--- config.mk ---
export PLATFORM = sky130hd
export DESIGN_NAME = wdit_top
export DESIGN_NICKNAME = d
export VERILOG_FILES = /design/src/common/wdit_pkg.sv /design/src/common/wdit_tick_if.sv /design/src/wdit_tick_gen.sv /design/src/wdit_reset_pulse.sv /design/src/wdit_top.sv
export SDC_FILE = /design/constraint.sdc
export NUM_CORES = 1
export LEC_CHECK = 0
export BUFFER_PORTS_ARGS = -buffer_cell sky130_fd_sc_hd__buf_2
export CAP_MARGIN = 15
export CORE_MARGIN = 1.5
export CORE_UTILIZATION = 59
export CTS_BUF_LIST = sky130_fd_sc_hd__clkbuf_16
export DETAILED_ROUTE_END_ITERATION = 12
export PLACE_DENSITY = 0.93
export SYNTH_ARGS = -nofsm -noshare
export SYNTH_HDL_FRONTEND = slang
export SYNTH_SLANG_ARGS = --single-unit
--- constraint.sdc ---
create_clock -name mclk_i -period 3.9 [get_ports mclk_i]
set_input_delay 0 -clock mclk_i [delete_from_list [all_inputs] [get_ports mclk_i]]
set_output_delay 0 -clock mclk_i [all_outputs]
set_load 0.05 [all_outputs]
--- src/common/wdit_pkg.sv ---
/*
  package: register map, field positions, reset values and timing counts for the watchdog interval timer.
  assumes: used by every design file of the block except the tick interface, referenced with full package scope.
*/
package wdit_pkg;

  // register word addresses on the plain register port
  localparam logic [31:0] ADDR_CONTROL  = 32'h53000000;
  localparam logic [31:0] ADDR_RELOAD   = 32'h53000004;
  localparam logic [31:0] ADDR_COUNT    = 32'h53000008;
  localparam logic [31:0] ADDR_IRQ_STAT = 32'h5300000C;
  localparam logic [31:0] ADDR_IRQ_MASK = 32'h53000010;

  // control field positions
  localparam int CTL_PRESC_HI = 15;
  localparam int CTL_PRESC_LO = 8;
  localparam int CTL_ENABLE   = 5;
  localparam int CTL_DIV_HI   = 4;
  localparam int CTL_DIV_LO   = 3;
  localparam int CTL_IRQ_EN   = 2;
  localparam int CTL_RST_EN   = 0;

  // reset values
  localparam logic [15:0] CONTROL_RESET = 16'h8021;
  localparam logic [15:0] RELOAD_RESET  = 16'h8000;
  localparam logic [15:0] COUNT_RESET   = 16'h8000;

  // status bits: time-out and reset-issued events
  localparam int STAT_TIMEOUT = 0;
  localparam int STAT_RESET   = 1;
  localparam int STAT_WIDTH   = 2;

  // system reset pulse length in peripheral clock cycles
  localparam int RESET_PULSE_CYCLES = 128;

  // post divider factors selected by control bits 4:3
  localparam int DIV_FACTOR_16  = 16;
  localparam int DIV_FACTOR_32  = 32;
  localparam int DIV_FACTOR_64  = 64;
  localparam int DIV_FACTOR_128 = 128;

  // divider select encodings
  typedef enum logic [1:0] {
    WDIT_DIV16  = 2'h0,
    WDIT_DIV32  = 2'h1,
    WDIT_DIV64  = 2'h2,
    WDIT_DIV128 = 2'h3
  } wdit_div_t;

endpackage

--- src/common/wdit_tick_if.sv ---
/*
  interface: carries the tick setup and the resulting tick between the top and the tick generator.
  assumes: one clock domain, driven by the watchdog top.
*/
`timescale 1ns/100ps
interface wdit_tick_if;
  logic       run;
  logic [7:0] presc;
  logic [1:0] div_sel;
  logic       tick;

  modport ctrl (output run, output presc, output div_sel, input tick);
  modport gen  (input run, input presc, input div_sel, output tick);
endinterface

--- src/wdit_tick_gen.sv ---
/*
  module: prescaler and post divider making one tick per counter step.
  assumes: setup inputs are registers on the same clock; synchronous active-low reset.
*/
`timescale 1ns/100ps
module wdit_tick_gen (
  // clock and reset
  input  wire logic  mclk_i,
  input  wire logic  reset_n_i,
  // setup and tick
  wdit_tick_if.gen   tk
);

  logic [7:0] presc_cnt;
  logic [6:0] div_cnt;
  logic       presc_wrap;
  logic       div_wrap;

  // division factor minus one as a 7-bit limit
  function automatic logic [6:0] div_limit(input logic [1:0] sel);
    case (sel)
      wdit_pkg::WDIT_DIV16:  div_limit = 7'(wdit_pkg::DIV_FACTOR_16 - 1);
      wdit_pkg::WDIT_DIV32:  div_limit = 7'(wdit_pkg::DIV_FACTOR_32 - 1);
      wdit_pkg::WDIT_DIV64:  div_limit = 7'(wdit_pkg::DIV_FACTOR_64 - 1);
      default:               div_limit = 7'(wdit_pkg::DIV_FACTOR_128 - 1);
    endcase
  endfunction

  assign presc_wrap = (presc_cnt >= tk.presc);
  assign div_wrap   = (div_cnt >= div_limit(tk.div_sel));

  // prescaler: one wrap every presc+1 clocks
  always_ff @(posedge mclk_i) begin
    if (!reset_n_i || !tk.run) begin
      presc_cnt <= 8'h00;
    end else if (presc_wrap) begin
      presc_cnt <= 8'h00; // RULE13
    end else begin
      presc_cnt <= presc_cnt + 8'h01;
    end
  end

  // post divider counts prescaler wraps, >= guards a shrunk setting
  always_ff @(posedge mclk_i) begin
    if (!reset_n_i || !tk.run) begin
      div_cnt <= 7'h00;
    end else if (presc_wrap) begin
      div_cnt <= div_wrap ? 7'h00 : div_cnt + 7'h01; // RULE4
    end
  end

  // one-cycle tick after (presc+1)*factor clocks
  always_ff @(posedge mclk_i) begin
    if (!reset_n_i) begin
      tk.tick <= 1'b0;
    end else begin
      tk.tick <= tk.run && presc_wrap && div_wrap; // RULE13
    end
  end

endmodule

--- src/wdit_reset_pulse.sv ---
/*
  module: stretches a time-out trigger into a fixed-length system reset pulse.
  assumes: trigger is a one-cycle pulse on the same clock.
*/
`timescale 1ns/100ps
module wdit_reset_pulse #(
  parameter int PULSE_CYCLES = wdit_pkg::RESET_PULSE_CYCLES
) (
  // clock and reset
  input  wire logic mclk_i,
  input  wire logic reset_n_i,
  // trigger and pulse
  input  wire logic trigger_i,
  output logic      pulse_o
);

  logic [7:0] left;

  // a trigger during a pulse restarts the full length
  always_ff @(posedge mclk_i) begin
    if (!reset_n_i) begin
      left    <= 8'h00;
      pulse_o <= 1'b0;
    end else if (trigger_i) begin
      left    <= 8'(PULSE_CYCLES - 1);
      pulse_o <= 1'b1; // RULE12
    end else if (left != 8'h00) begin
      left    <= left - 8'h01;
      pulse_o <= 1'b1;
    end else begin
      pulse_o <= 1'b0;
    end
  end

  pulse_len_a: assert property (@(posedge mclk_i) disable iff (!reset_n_i) // RULE12
    $rose(pulse_o) && !trigger_i |-> pulse_o [*8])
    else $error("reset pulse ended too early");

endmodule

--- src/wdit_top.sv ---
/*
  module: watchdog interval timer top: registers, 16-bit down counter, interrupt and reset pulse.
  assumes: plain register port with read data one cycle after the read strobe;
           core_debug_acknowledge arrives from another domain and is synchronised here.
*/
// What this block does
// [RULE1] 8-bit prescaler field bits 15:8, reset 0x80
// [RULE2] software keeps bits 7:6 and 1 zero
// [RULE3] bit 5 starts/stops counter, reset 1
// [RULE4] bits 4:3 select divide 16/32/64/128
// [RULE5] bit 2 enables time-out interrupt, reset 0
// [RULE6] bit 0 enables reset on time-out
// [RULE7] interval timer: irq on, reset off
// [RULE8] enabling does not load reload value
// [RULE9] each time-out reloads counter from reload
// [RULE10] reload register 16 bits, reset 0x8000
// [RULE11] count register reads live, writes load
// [RULE12] reset output held 128 clock cycles
// [RULE13] tick period (prescaler+1) times divider
// [RULE14] debug acknowledge suppresses reset output
// [RULE15] decrement per tick, irq pulse at time-out
`timescale 1ns/100ps
module wdit_top (
  // clock and reset
  input  wire logic        mclk_i,
  input  wire logic        reset_n_i,
  // register port
  input  wire logic [31:0] reg_addr_i,
  input  wire logic [31:0] reg_wdata_i,
  input  wire logic        reg_wr_i,
  input  wire logic        reg_rd_i,
  output logic      [31:0] reg_rdata_o,
  // core debug state
  input  wire logic        core_debug_acknowledge_i,
  // events out
  output logic             irq_o,
  output logic             timeout_irq_pulse_o,
  output logic             sys_reset_o
);

  logic [15:0] watchdog_control;
  logic [15:0] watchdog_reload_value;
  logic [15:0] watchdog_current_count;
  logic [wdit_pkg::STAT_WIDTH-1:0] irq_status;
  logic [wdit_pkg::STAT_WIDTH-1:0] irq_mask;
  logic        dbg_meta;
  logic        dbg_sync;
  logic        timeout;
  logic        reset_fire;
  logic        rst_pulse;
  logic        wr_control;
  logic        wr_reload;
  logic        wr_count;
  logic        wr_stat;
  logic        wr_mask;
  logic [wdit_pkg::STAT_WIDTH-1:0] next_irq_status;
  logic [wdit_pkg::STAT_WIDTH-1:0] events;
  logic [15:0] rst_run;

  wdit_tick_if tk ();

  // address compare shared by every write decode
  function automatic logic hit(input logic [31:0] a, input logic [31:0] b);
    hit = (a == b);
  endfunction

  assign wr_control = reg_wr_i && hit(reg_addr_i, wdit_pkg::ADDR_CONTROL);
  assign wr_reload  = reg_wr_i && hit(reg_addr_i, wdit_pkg::ADDR_RELOAD);
  assign wr_count   = reg_wr_i && hit(reg_addr_i, wdit_pkg::ADDR_COUNT);
  assign wr_stat    = reg_wr_i && hit(reg_addr_i, wdit_pkg::ADDR_IRQ_STAT);
  assign wr_mask    = reg_wr_i && hit(reg_addr_i, wdit_pkg::ADDR_IRQ_MASK);

  // control register; every field stored as written, reserved bits included
  always_ff @(posedge mclk_i) begin
    if (!reset_n_i) begin
      watchdog_control <= wdit_pkg::CONTROL_RESET; // RULE1 RULE3 RULE5 RULE6
    end else if (wr_control) begin
      watchdog_control <= reg_wdata_i[15:0]; // RULE1
    end
  end

  // reload register
  always_ff @(posedge mclk_i) begin
    if (!reset_n_i) begin
      watchdog_reload_value <= wdit_pkg::RELOAD_RESET; // RULE10
    end else if (wr_reload) begin
      watchdog_reload_value <= reg_wdata_i[15:0]; // RULE10
    end
  end

  // tick generator setup
  assign tk.run     = watchdog_control[wdit_pkg::CTL_ENABLE]; // RULE3
  assign tk.presc   = watchdog_control[wdit_pkg::CTL_PRESC_HI:wdit_pkg::CTL_PRESC_LO];
  assign tk.div_sel = watchdog_control[wdit_pkg::CTL_DIV_HI:wdit_pkg::CTL_DIV_LO];

  wdit_tick_gen u_tick (
    .mclk_i    (mclk_i),
    .reset_n_i (reset_n_i),
    .tk        (tk)
  );

  // time-out is a tick seen at count zero
  assign timeout = tk.tick && (watchdog_current_count == 16'h0000);

  // counter: software write wins, enabling alone never loads reload
  always_ff @(posedge mclk_i) begin
    if (!reset_n_i) begin
      watchdog_current_count <= wdit_pkg::COUNT_RESET; // RULE11
    end else if (wr_count) begin
      watchdog_current_count <= reg_wdata_i[15:0]; // RULE11 RULE8
    end else if (timeout) begin
      watchdog_current_count <= watchdog_reload_value; // RULE9
    end else if (tk.tick) begin
      watchdog_current_count <= watchdog_current_count - 16'h0001; // RULE15
    end
  end

  // debug acknowledge synchroniser, second stage is the only reader of the first
  always_ff @(posedge mclk_i) begin
    if (!reset_n_i) begin
      dbg_meta <= 1'b0;
      dbg_sync <= 1'b0;
    end else begin
      dbg_meta <= core_debug_acknowledge_i;
      dbg_sync <= dbg_meta;
    end
  end

  // reset only when enabled and the core is not halted in debug
  assign reset_fire = timeout && watchdog_control[wdit_pkg::CTL_RST_EN] && !dbg_sync; // RULE6 RULE14

  wdit_reset_pulse #(
    .PULSE_CYCLES (wdit_pkg::RESET_PULSE_CYCLES)
  ) u_rst (
    .mclk_i    (mclk_i),
    .reset_n_i (reset_n_i),
    .trigger_i (reset_fire),
    .pulse_o   (rst_pulse)
  );

  // registered copy keeps the output straight from a flip-flop
  always_ff @(posedge mclk_i) begin
    if (!reset_n_i) begin
      sys_reset_o <= 1'b0;
    end else begin
      sys_reset_o <= rst_pulse; // RULE12
    end
  end

  // time-out interrupt pulse, gated by the control enable
  always_ff @(posedge mclk_i) begin
    if (!reset_n_i) begin
      timeout_irq_pulse_o <= 1'b0;
    end else begin
      timeout_irq_pulse_o <= timeout && watchdog_control[wdit_pkg::CTL_IRQ_EN]; // RULE5 RULE15
    end
  end

  // sticky status: set beats write-one-to-clear in the same cycle
  always_comb begin
    events = '0;
    events[wdit_pkg::STAT_TIMEOUT] = timeout && watchdog_control[wdit_pkg::CTL_IRQ_EN]; // RULE5
    events[wdit_pkg::STAT_RESET]   = reset_fire;
    next_irq_status = irq_status;
    if (wr_stat) begin
      next_irq_status = irq_status & ~reg_wdata_i[wdit_pkg::STAT_WIDTH-1:0];
    end
    next_irq_status = next_irq_status | events;
  end

  always_ff @(posedge mclk_i) begin
    if (!reset_n_i) begin
      irq_status <= '0;
    end else begin
      irq_status <= next_irq_status;
    end
  end

  // mask register, a one lets the status bit through
  always_ff @(posedge mclk_i) begin
    if (!reset_n_i) begin
      irq_mask <= '0;
    end else if (wr_mask) begin
      irq_mask <= reg_wdata_i[wdit_pkg::STAT_WIDTH-1:0];
    end
  end

  // level interrupt, registered from the next status so it changes in the same cycle as the status
  always_ff @(posedge mclk_i) begin
    if (!reset_n_i) begin
      irq_o <= 1'b0;
    end else begin
      irq_o <= |(next_irq_status & irq_mask);
    end
  end

  // read data valid the cycle after the strobe, zero elsewhere and for unmapped addresses
  always_ff @(posedge mclk_i) begin
    if (!reset_n_i) begin
      reg_rdata_o <= 32'h00000000;
    end else if (reg_rd_i) begin
      case (reg_addr_i)
        wdit_pkg::ADDR_CONTROL:  reg_rdata_o <= {16'h0000, watchdog_control};
        wdit_pkg::ADDR_RELOAD:   reg_rdata_o <= {16'h0000, watchdog_reload_value};
        wdit_pkg::ADDR_COUNT:    reg_rdata_o <= {16'h0000, watchdog_current_count}; // RULE11
        wdit_pkg::ADDR_IRQ_STAT: reg_rdata_o <= {30'h00000000, irq_status};
        wdit_pkg::ADDR_IRQ_MASK: reg_rdata_o <= {30'h00000000, irq_mask};
        default:                 reg_rdata_o <= 32'h00000000;
      endcase
    end else begin
      reg_rdata_o <= 32'h00000000;
    end
  end

  // assertions
  count_dec_a: assert property (@(posedge mclk_i) disable iff (!reset_n_i) // RULE15
    tk.tick && !wr_count && watchdog_current_count != 16'h0000
      |=> watchdog_current_count == $past(watchdog_current_count) - 16'h0001)
    else $error("counter did not step down on a tick");

  reload_on_timeout_a: assert property (@(posedge mclk_i) disable iff (!reset_n_i) // RULE9
    timeout && !wr_count |=> watchdog_current_count == $past(watchdog_reload_value))
    else $error("counter not reloaded at time-out");

  enable_no_load_a: assert property (@(posedge mclk_i) disable iff (!reset_n_i) // RULE8
    wr_control && !wr_count && !tk.tick |=> watchdog_current_count == $past(watchdog_current_count))
    else $error("control write changed the counter");

  stopped_hold_a: assert property (@(posedge mclk_i) disable iff (!reset_n_i) // RULE3
    !tk.run && !wr_count ##1 !tk.run && !wr_count |-> $stable(watchdog_current_count))
    else $error("counter moved while disabled");

  rst_out_a: assert property (@(posedge mclk_i) disable iff (!reset_n_i) // RULE6
    reset_fire |-> ##2 sys_reset_o [*8])
    else $error("reset output missing after time-out");

  no_rst_off_a: assert property (@(posedge mclk_i) disable iff (!reset_n_i) // RULE6
    timeout && !watchdog_control[wdit_pkg::CTL_RST_EN] && !sys_reset_o && !rst_pulse |=> !rst_pulse)
    else $error("reset issued while reset function off");

  dbg_block_a: assert property (@(posedge mclk_i) disable iff (!reset_n_i) // RULE14
    timeout && dbg_sync && !rst_pulse |=> !rst_pulse)
    else $error("reset fired during debug");

  irq_pulse_a: assert property (@(posedge mclk_i) disable iff (!reset_n_i) // RULE5
    timeout |=> timeout_irq_pulse_o == $past(watchdog_control[wdit_pkg::CTL_IRQ_EN]))
    else $error("interrupt pulse does not follow enable");

  read_count_a: assert property (@(posedge mclk_i) disable iff (!reset_n_i) // RULE11
    reg_rd_i && reg_addr_i == wdit_pkg::ADDR_COUNT |=> reg_rdata_o[15:0] == $past(watchdog_current_count))
    else $error("count read returned wrong value");

  reset_ctl_a: assert property (@(posedge mclk_i) // RULE1
    !reset_n_i |=> watchdog_control == wdit_pkg::CONTROL_RESET)
    else $error("control reset value wrong");

  // register port writes land at the strobe edge
  count_write_a: assert property (@(posedge mclk_i) disable iff (!reset_n_i) // RULE11
    wr_count |=> watchdog_current_count == $past(reg_wdata_i[15:0]))
    else $error("count write did not load the counter");

  reload_write_a: assert property (@(posedge mclk_i) disable iff (!reset_n_i) // RULE10
    wr_reload |=> watchdog_reload_value == $past(reg_wdata_i[15:0]))
    else $error("reload write did not land");

  presc_write_a: assert property (@(posedge mclk_i) disable iff (!reset_n_i) // RULE1
    wr_control |=> tk.presc == $past(reg_wdata_i[wdit_pkg::CTL_PRESC_HI:wdit_pkg::CTL_PRESC_LO]))
    else $error("prescaler field not stored");

  mask_write_a: assert property (@(posedge mclk_i) disable iff (!reset_n_i)
    wr_mask |=> irq_mask == $past(reg_wdata_i[wdit_pkg::STAT_WIDTH-1:0]))
    else $error("mask write did not land");

  read_reload_a: assert property (@(posedge mclk_i) disable iff (!reset_n_i) // RULE10
    reg_rd_i && reg_addr_i == wdit_pkg::ADDR_RELOAD |=> reg_rdata_o[15:0] == $past(watchdog_reload_value))
    else $error("reload read returned wrong value");

  rdata_idle_a: assert property (@(posedge mclk_i) disable iff (!reset_n_i)
    !reg_rd_i |=> reg_rdata_o == 32'h00000000)
    else $error("read data not zero outside a read");

  // tick spacing: the smallest factor keeps ticks at least 16 clocks apart
  tick_gap_a: assert property (@(posedge mclk_i) disable iff (!reset_n_i) // RULE13
    tk.tick |=> (!tk.tick) [*8])
    else $error("ticks closer than the divider allows");

  // sticky status and level interrupt
  set_wins_a: assert property (@(posedge mclk_i) disable iff (!reset_n_i) // RULE15
    timeout && watchdog_control[wdit_pkg::CTL_IRQ_EN] |=> irq_status[wdit_pkg::STAT_TIMEOUT])
    else $error("time-out status not set");

  status_hold_a: assert property (@(posedge mclk_i) disable iff (!reset_n_i)
    irq_status[wdit_pkg::STAT_TIMEOUT] && !wr_stat |=> irq_status[wdit_pkg::STAT_TIMEOUT])
    else $error("status bit dropped without a clear");

  status_clear_a: assert property (@(posedge mclk_i) disable iff (!reset_n_i)
    wr_stat && reg_wdata_i[wdit_pkg::STAT_TIMEOUT] && !timeout |=> !irq_status[wdit_pkg::STAT_TIMEOUT])
    else $error("status bit not cleared by a one");

  irq_level_a: assert property (@(posedge mclk_i) disable iff (!reset_n_i)
    |(irq_status & irq_mask) && $stable(irq_mask) |-> irq_o)
    else $error("interrupt low with unmasked status");

  // run length of the reset output, for checking only; saturates so a stuck pulse cannot wrap
  always_ff @(posedge mclk_i) begin
    if (!reset_n_i) begin
      rst_run <= 16'h0000;
    end else if (sys_reset_o && rst_run != 16'hFFFF) begin
      rst_run <= rst_run + 16'h0001;
    end else if (!sys_reset_o) begin
      rst_run <= 16'h0000;
    end
  end

  rst_len_a: assert property (@(posedge mclk_i) disable iff (!reset_n_i) // RULE12
    $fell(sys_reset_o) |-> rst_run >= 16'(wdit_pkg::RESET_PULSE_CYCLES))
    else $error("reset output shorter than its full length");

  sys_off_a: assert property (@(posedge mclk_i) disable iff (!reset_n_i) // RULE12
    !rst_pulse |=> !sys_reset_o)
    else $error("reset output without an internal pulse");

endmodule

==> key figures <==
Clocking
  • Clk sink count: between 90 and 100
  • Max Buffers Root-to-Sink: 2
  • Root Driver: clkbuf_16
  • Hold-fix buffers at CTS: 18
  • Clk_lat worst skew: approximately 350 ps
  • CTS tree: built
  • Post-CTS setup buffers: 0
  • Post_cts resized: 0
  • Clock slew at reported path FFs: about 70 ps
  • H-Tree Depth: 3
  • Number of CTS-inserted buffers: 9

Final layout
  • Layout cells sized above 1: 13.5%
  • Utilization after layout: between 70 and 80%
  • Area delta synth->final: 15.2%
  • Fillers: 577
  • Final Net Count: a little under 800
  • Register area: 0.00196 mm^2
  • ANT cells: 0
  • Final Non-Filler Cells: 810
  • Final instance area: roughly 0.0059 mm^2
  • Area occupied by multi-input gates: around 0.0028 mm^2

Logic synthesis
  • Post-synth top area share: roughly two fifths
  • Cell taking the most area after synthesis: dfxtp_1
  • Sequential-to-total area share from yosys stat: between 30% and 40%
  • Synth area leaders: dfxtp_1 39%, nand2_1 7.5%, a21boi_0 6.7%
  • Multiplexer share of the synthesized area: between 4 and 5%
  • Syn avg cell area: between 8 and 9 um^2
  • Synthesis warning total: 0
  • Compound-Gate Fraction of Synth Area: ~18%
  • Ys flop type: dfxtp_1
  • Async SR Flop Fraction: 0%
  • Synth Area in XOR/XNOR: ~3%
  • Synthesized area: between 0.005 and 0.006 mm^2
  • Number of synthesized flops with an enable pin: 0
  • Area share of fa/ha/maj cells after synthesis: between 4 and 5%
  • Largest family of logic cells by synthesized area: simple AND/OR/NAND/NOR gates
  • Post-synthesis simple-gate area fraction: around a quarter
  • Synth Instances: 630
  • Seq cells post-synth: between 90 and 100
  • Yosys cell types: 56

Placed design
  • Placer Congestion: about 0.95
  • Detailed placement HPWL: slightly below 9 mm
  • Placed cell area: 0.00539 mm^2
  • DP Cell Count: 777
  • IO buf count: between 70 and 80

Drt
  • Routed WL: ~14 mm
  • Wire length on met2: about 6.7 mm
  • M1 WL: roughly 5 mm
  • Drt wl/cell: between 15 and 20 um
  • Vias per std cell: 6.12
  • Max Used Layer: met4
  • Post-route antenna net violation count: 0
  • DRT Pass-1 Iters: 5
  • Via count: slightly below 5000
  • # DRC: 0
  • Initial DRC Count: between 600 and 700
  • Met3 WL: 1.32 mm

GRT
  • Global-route wire length before repair: around 21 mm
  • Vias in the first global route: ~4700
  • Largest net degree at the start of global routing: approximately 70
  • GRT Total Usage: 30.2%
  • Initial antenna violation count: 0
  • GRT overflow: 0

Timing
  • RSZ-0062 raised after global routing: false
  • Part of the cycle the worst path needs: about 65%
  • Worst slew pin tran: 1060 ps
  • Max-slew headroom: about 29%
  • Final Max Tran Viols: 0
  • Post-route minimum period: between 2000 and 3000 ps
  • Post-Route Skew: 9.50 ps
  • Setup tns final: 0 ps
  • Final Hold Fails: 0
  • FMAX: between 0.3 and 0.4 GHz
  • Final setup viols: 0

Pwr
  • Pleak: between 0.002 and 0.0025 uW
  • Peak VDD IR: 0.273 mV
  • Total power: approximately 2300 uW
  • Power density over the cells: just under 400 mW/mm^2

Critical path
  • Top delay family on crit path: simple AND/OR/NAND/NOR gates
  • Crit path arrival time: 2820 ps
  • WS Path Type: reg -> reg
  • Buffers and inverters on the worst path: 2
  • CP Launch Type: register
  • Critical Path Sink Type: register
  • Slowest cell on the critical path: nor3_1
  • Critical path peak fanout: 6
  • Cell mode on critical path: or3_1
  • CP Data Required Time: roughly 4200 ps
  • Critical Path Max Stage Delay: ~640 ps
  • Crit-path cells: inv_1 > ha_1 > nand3b_1 > or3_1 > nor3_1 > buf_4 > or3_1 > nand3_1 > a21boi_0

Run status
  • Status: finished clean

Die
  • Chip Width: 95.8 um
  • Floorplan Core Area: roughly 0.0083 mm^2
  • Initial core utilization: 61.5%
  • Io pins: approximately 100
  • Die height: between 90 and 100 um
  • Row cnt: 33
  • Die area: ~0.009 mm^2

Run
  • Maxcap violations: 0

Min path
  • Type of the worst min-delay path: in -> reg
[worst paths after layout]
| path | slack [ps] | end | cells after the start | start |
|---|---|---|---|---|
| setup reg to reg | 1360 | watchdog_current_count[12] | 9 | watchdog_current_count[0] |
| setup / recovery | 1360 | watchdog_current_count[12] | 9 | watchdog_current_count[0] |
| hold reg to reg | 440 | sys_reset_o | 1 | u_rst.pulse_o |
| hold / removal | 130 | reg_rdata_o[1] | 4 | reg_addr_i[6] |
[tightest hold or removal path, stage by stage]
cell and delay (ps):
buf_2 100, nor4_1 80, a21oi_1 160, a31oi_1 90
[layout by cell type (no fill, tap or decap), drive strengths merged, types with 3 or more instances in the layout]
cell type,instances
a21boi,46
a21oi,33
a22oi,3
a31oi,7
and2,7
and3,13
buf,74
clkbuf,9
clkinv,3
conb,16
dfxtp,98
dlygate4sd3,18
ha,17
inv,23
mux2i,24
nand2,101
nand3,24
nand3b,3
nand4,8
nor2,66
nor2b,6
nor3,11
nor3b,3
nor4,8
nor4b,4
o211ai,3
o21ai,21
o21bai,3
o31a,4
o31ai,4
or3,5
or4,4
xnor2,4
xor2,13
[stage by stage]
| step | hold WS [ps] | setup slack, ps |
|---|---|---|
| after floorplan | 124 | 1920 |
| after CTS | 125 | 1420 |
| final | 129 | 1360 |
| after detailed placement | 226 | 1490 |
| after global placement | 218 | 1550 |
| after global routing | 135 | 1250 |
[kinds of logic (layout without fill, tap and decap cells)]
kind of cell / Yosys count / count (layout)
AO/OA/AOI/OAI: 137 / 137
AND/OR/NAND/NOR: 267 / 267
buffers and inverters: 69 / 129
XOR/XNOR: 17 / 17
flip-flops: 98 / 98
adder cells (fa/ha/maj): 17 / 17
multiplexers: 24 / 24
other: 1 / 16
[routing by layer]
metal	track usage, %	vias to the layer above
met1	35.4	2277
met5	0	-
li1	-	2296
met3	7.27	70
met2	50.6	318
met4	16.5	0
[state kept, by name, summed over array words and instances, names as in the netlist]
register                cells
u_tick.tk.tick              1
irq_status                  2
u_tick.div_cnt              7
timeout_irq_pulse_o         1
reg_rdata_o                16
sys_reset_o                 1
irq_o                       1
irq_mask                    2
watchdog_control           16
u_rst.left                  8
watchdog_reload_value      16
watchdog_current_count     16
dbg_meta                    1
u_rst.pulse_o               1
u_tick.presc_cnt            8
dbg_sync                    1
[cell usage after synthesis (all sizes together), types with 3 or more instances]
master	count
nand3	24
and3	13
o31ai	4
buf	28
dfxtp	98
nor2b	6
a31oi	7
xor2	13
o21ai	21
o31a	4
nand4	8
clkbuf	19
a21boi	46
or3	5
nor3	11
a21oi	33
xnor2	4
inv	22
nor4	8
mux2i	24
ha	17
nor3b	3
or4	4
o211ai	3
nor2	66
nor4b	4
nand3b	3
a22oi	3
o21bai	3
nand2	101
and2	7
[report_power, final]
part | leakage, uW | internal (uW) | total, uW | switching, uW
clock network | 0.000142 | 490 | 869 | 379
logic | 0.00144 | 145 | 343 | 198
registers | 0.000793 | 1050 | 1090 | 39.1
[layout make-up]
type	count	area share, %
clock inverter	6	1.03
timing repair buffer	92	9.54
tap	105	2.25
sequential	98	33.5
multi-input combinational	478	48.4
inverter	22	1.41
clock buffer	9	3.85
Power figures use the tool's default switching activity.
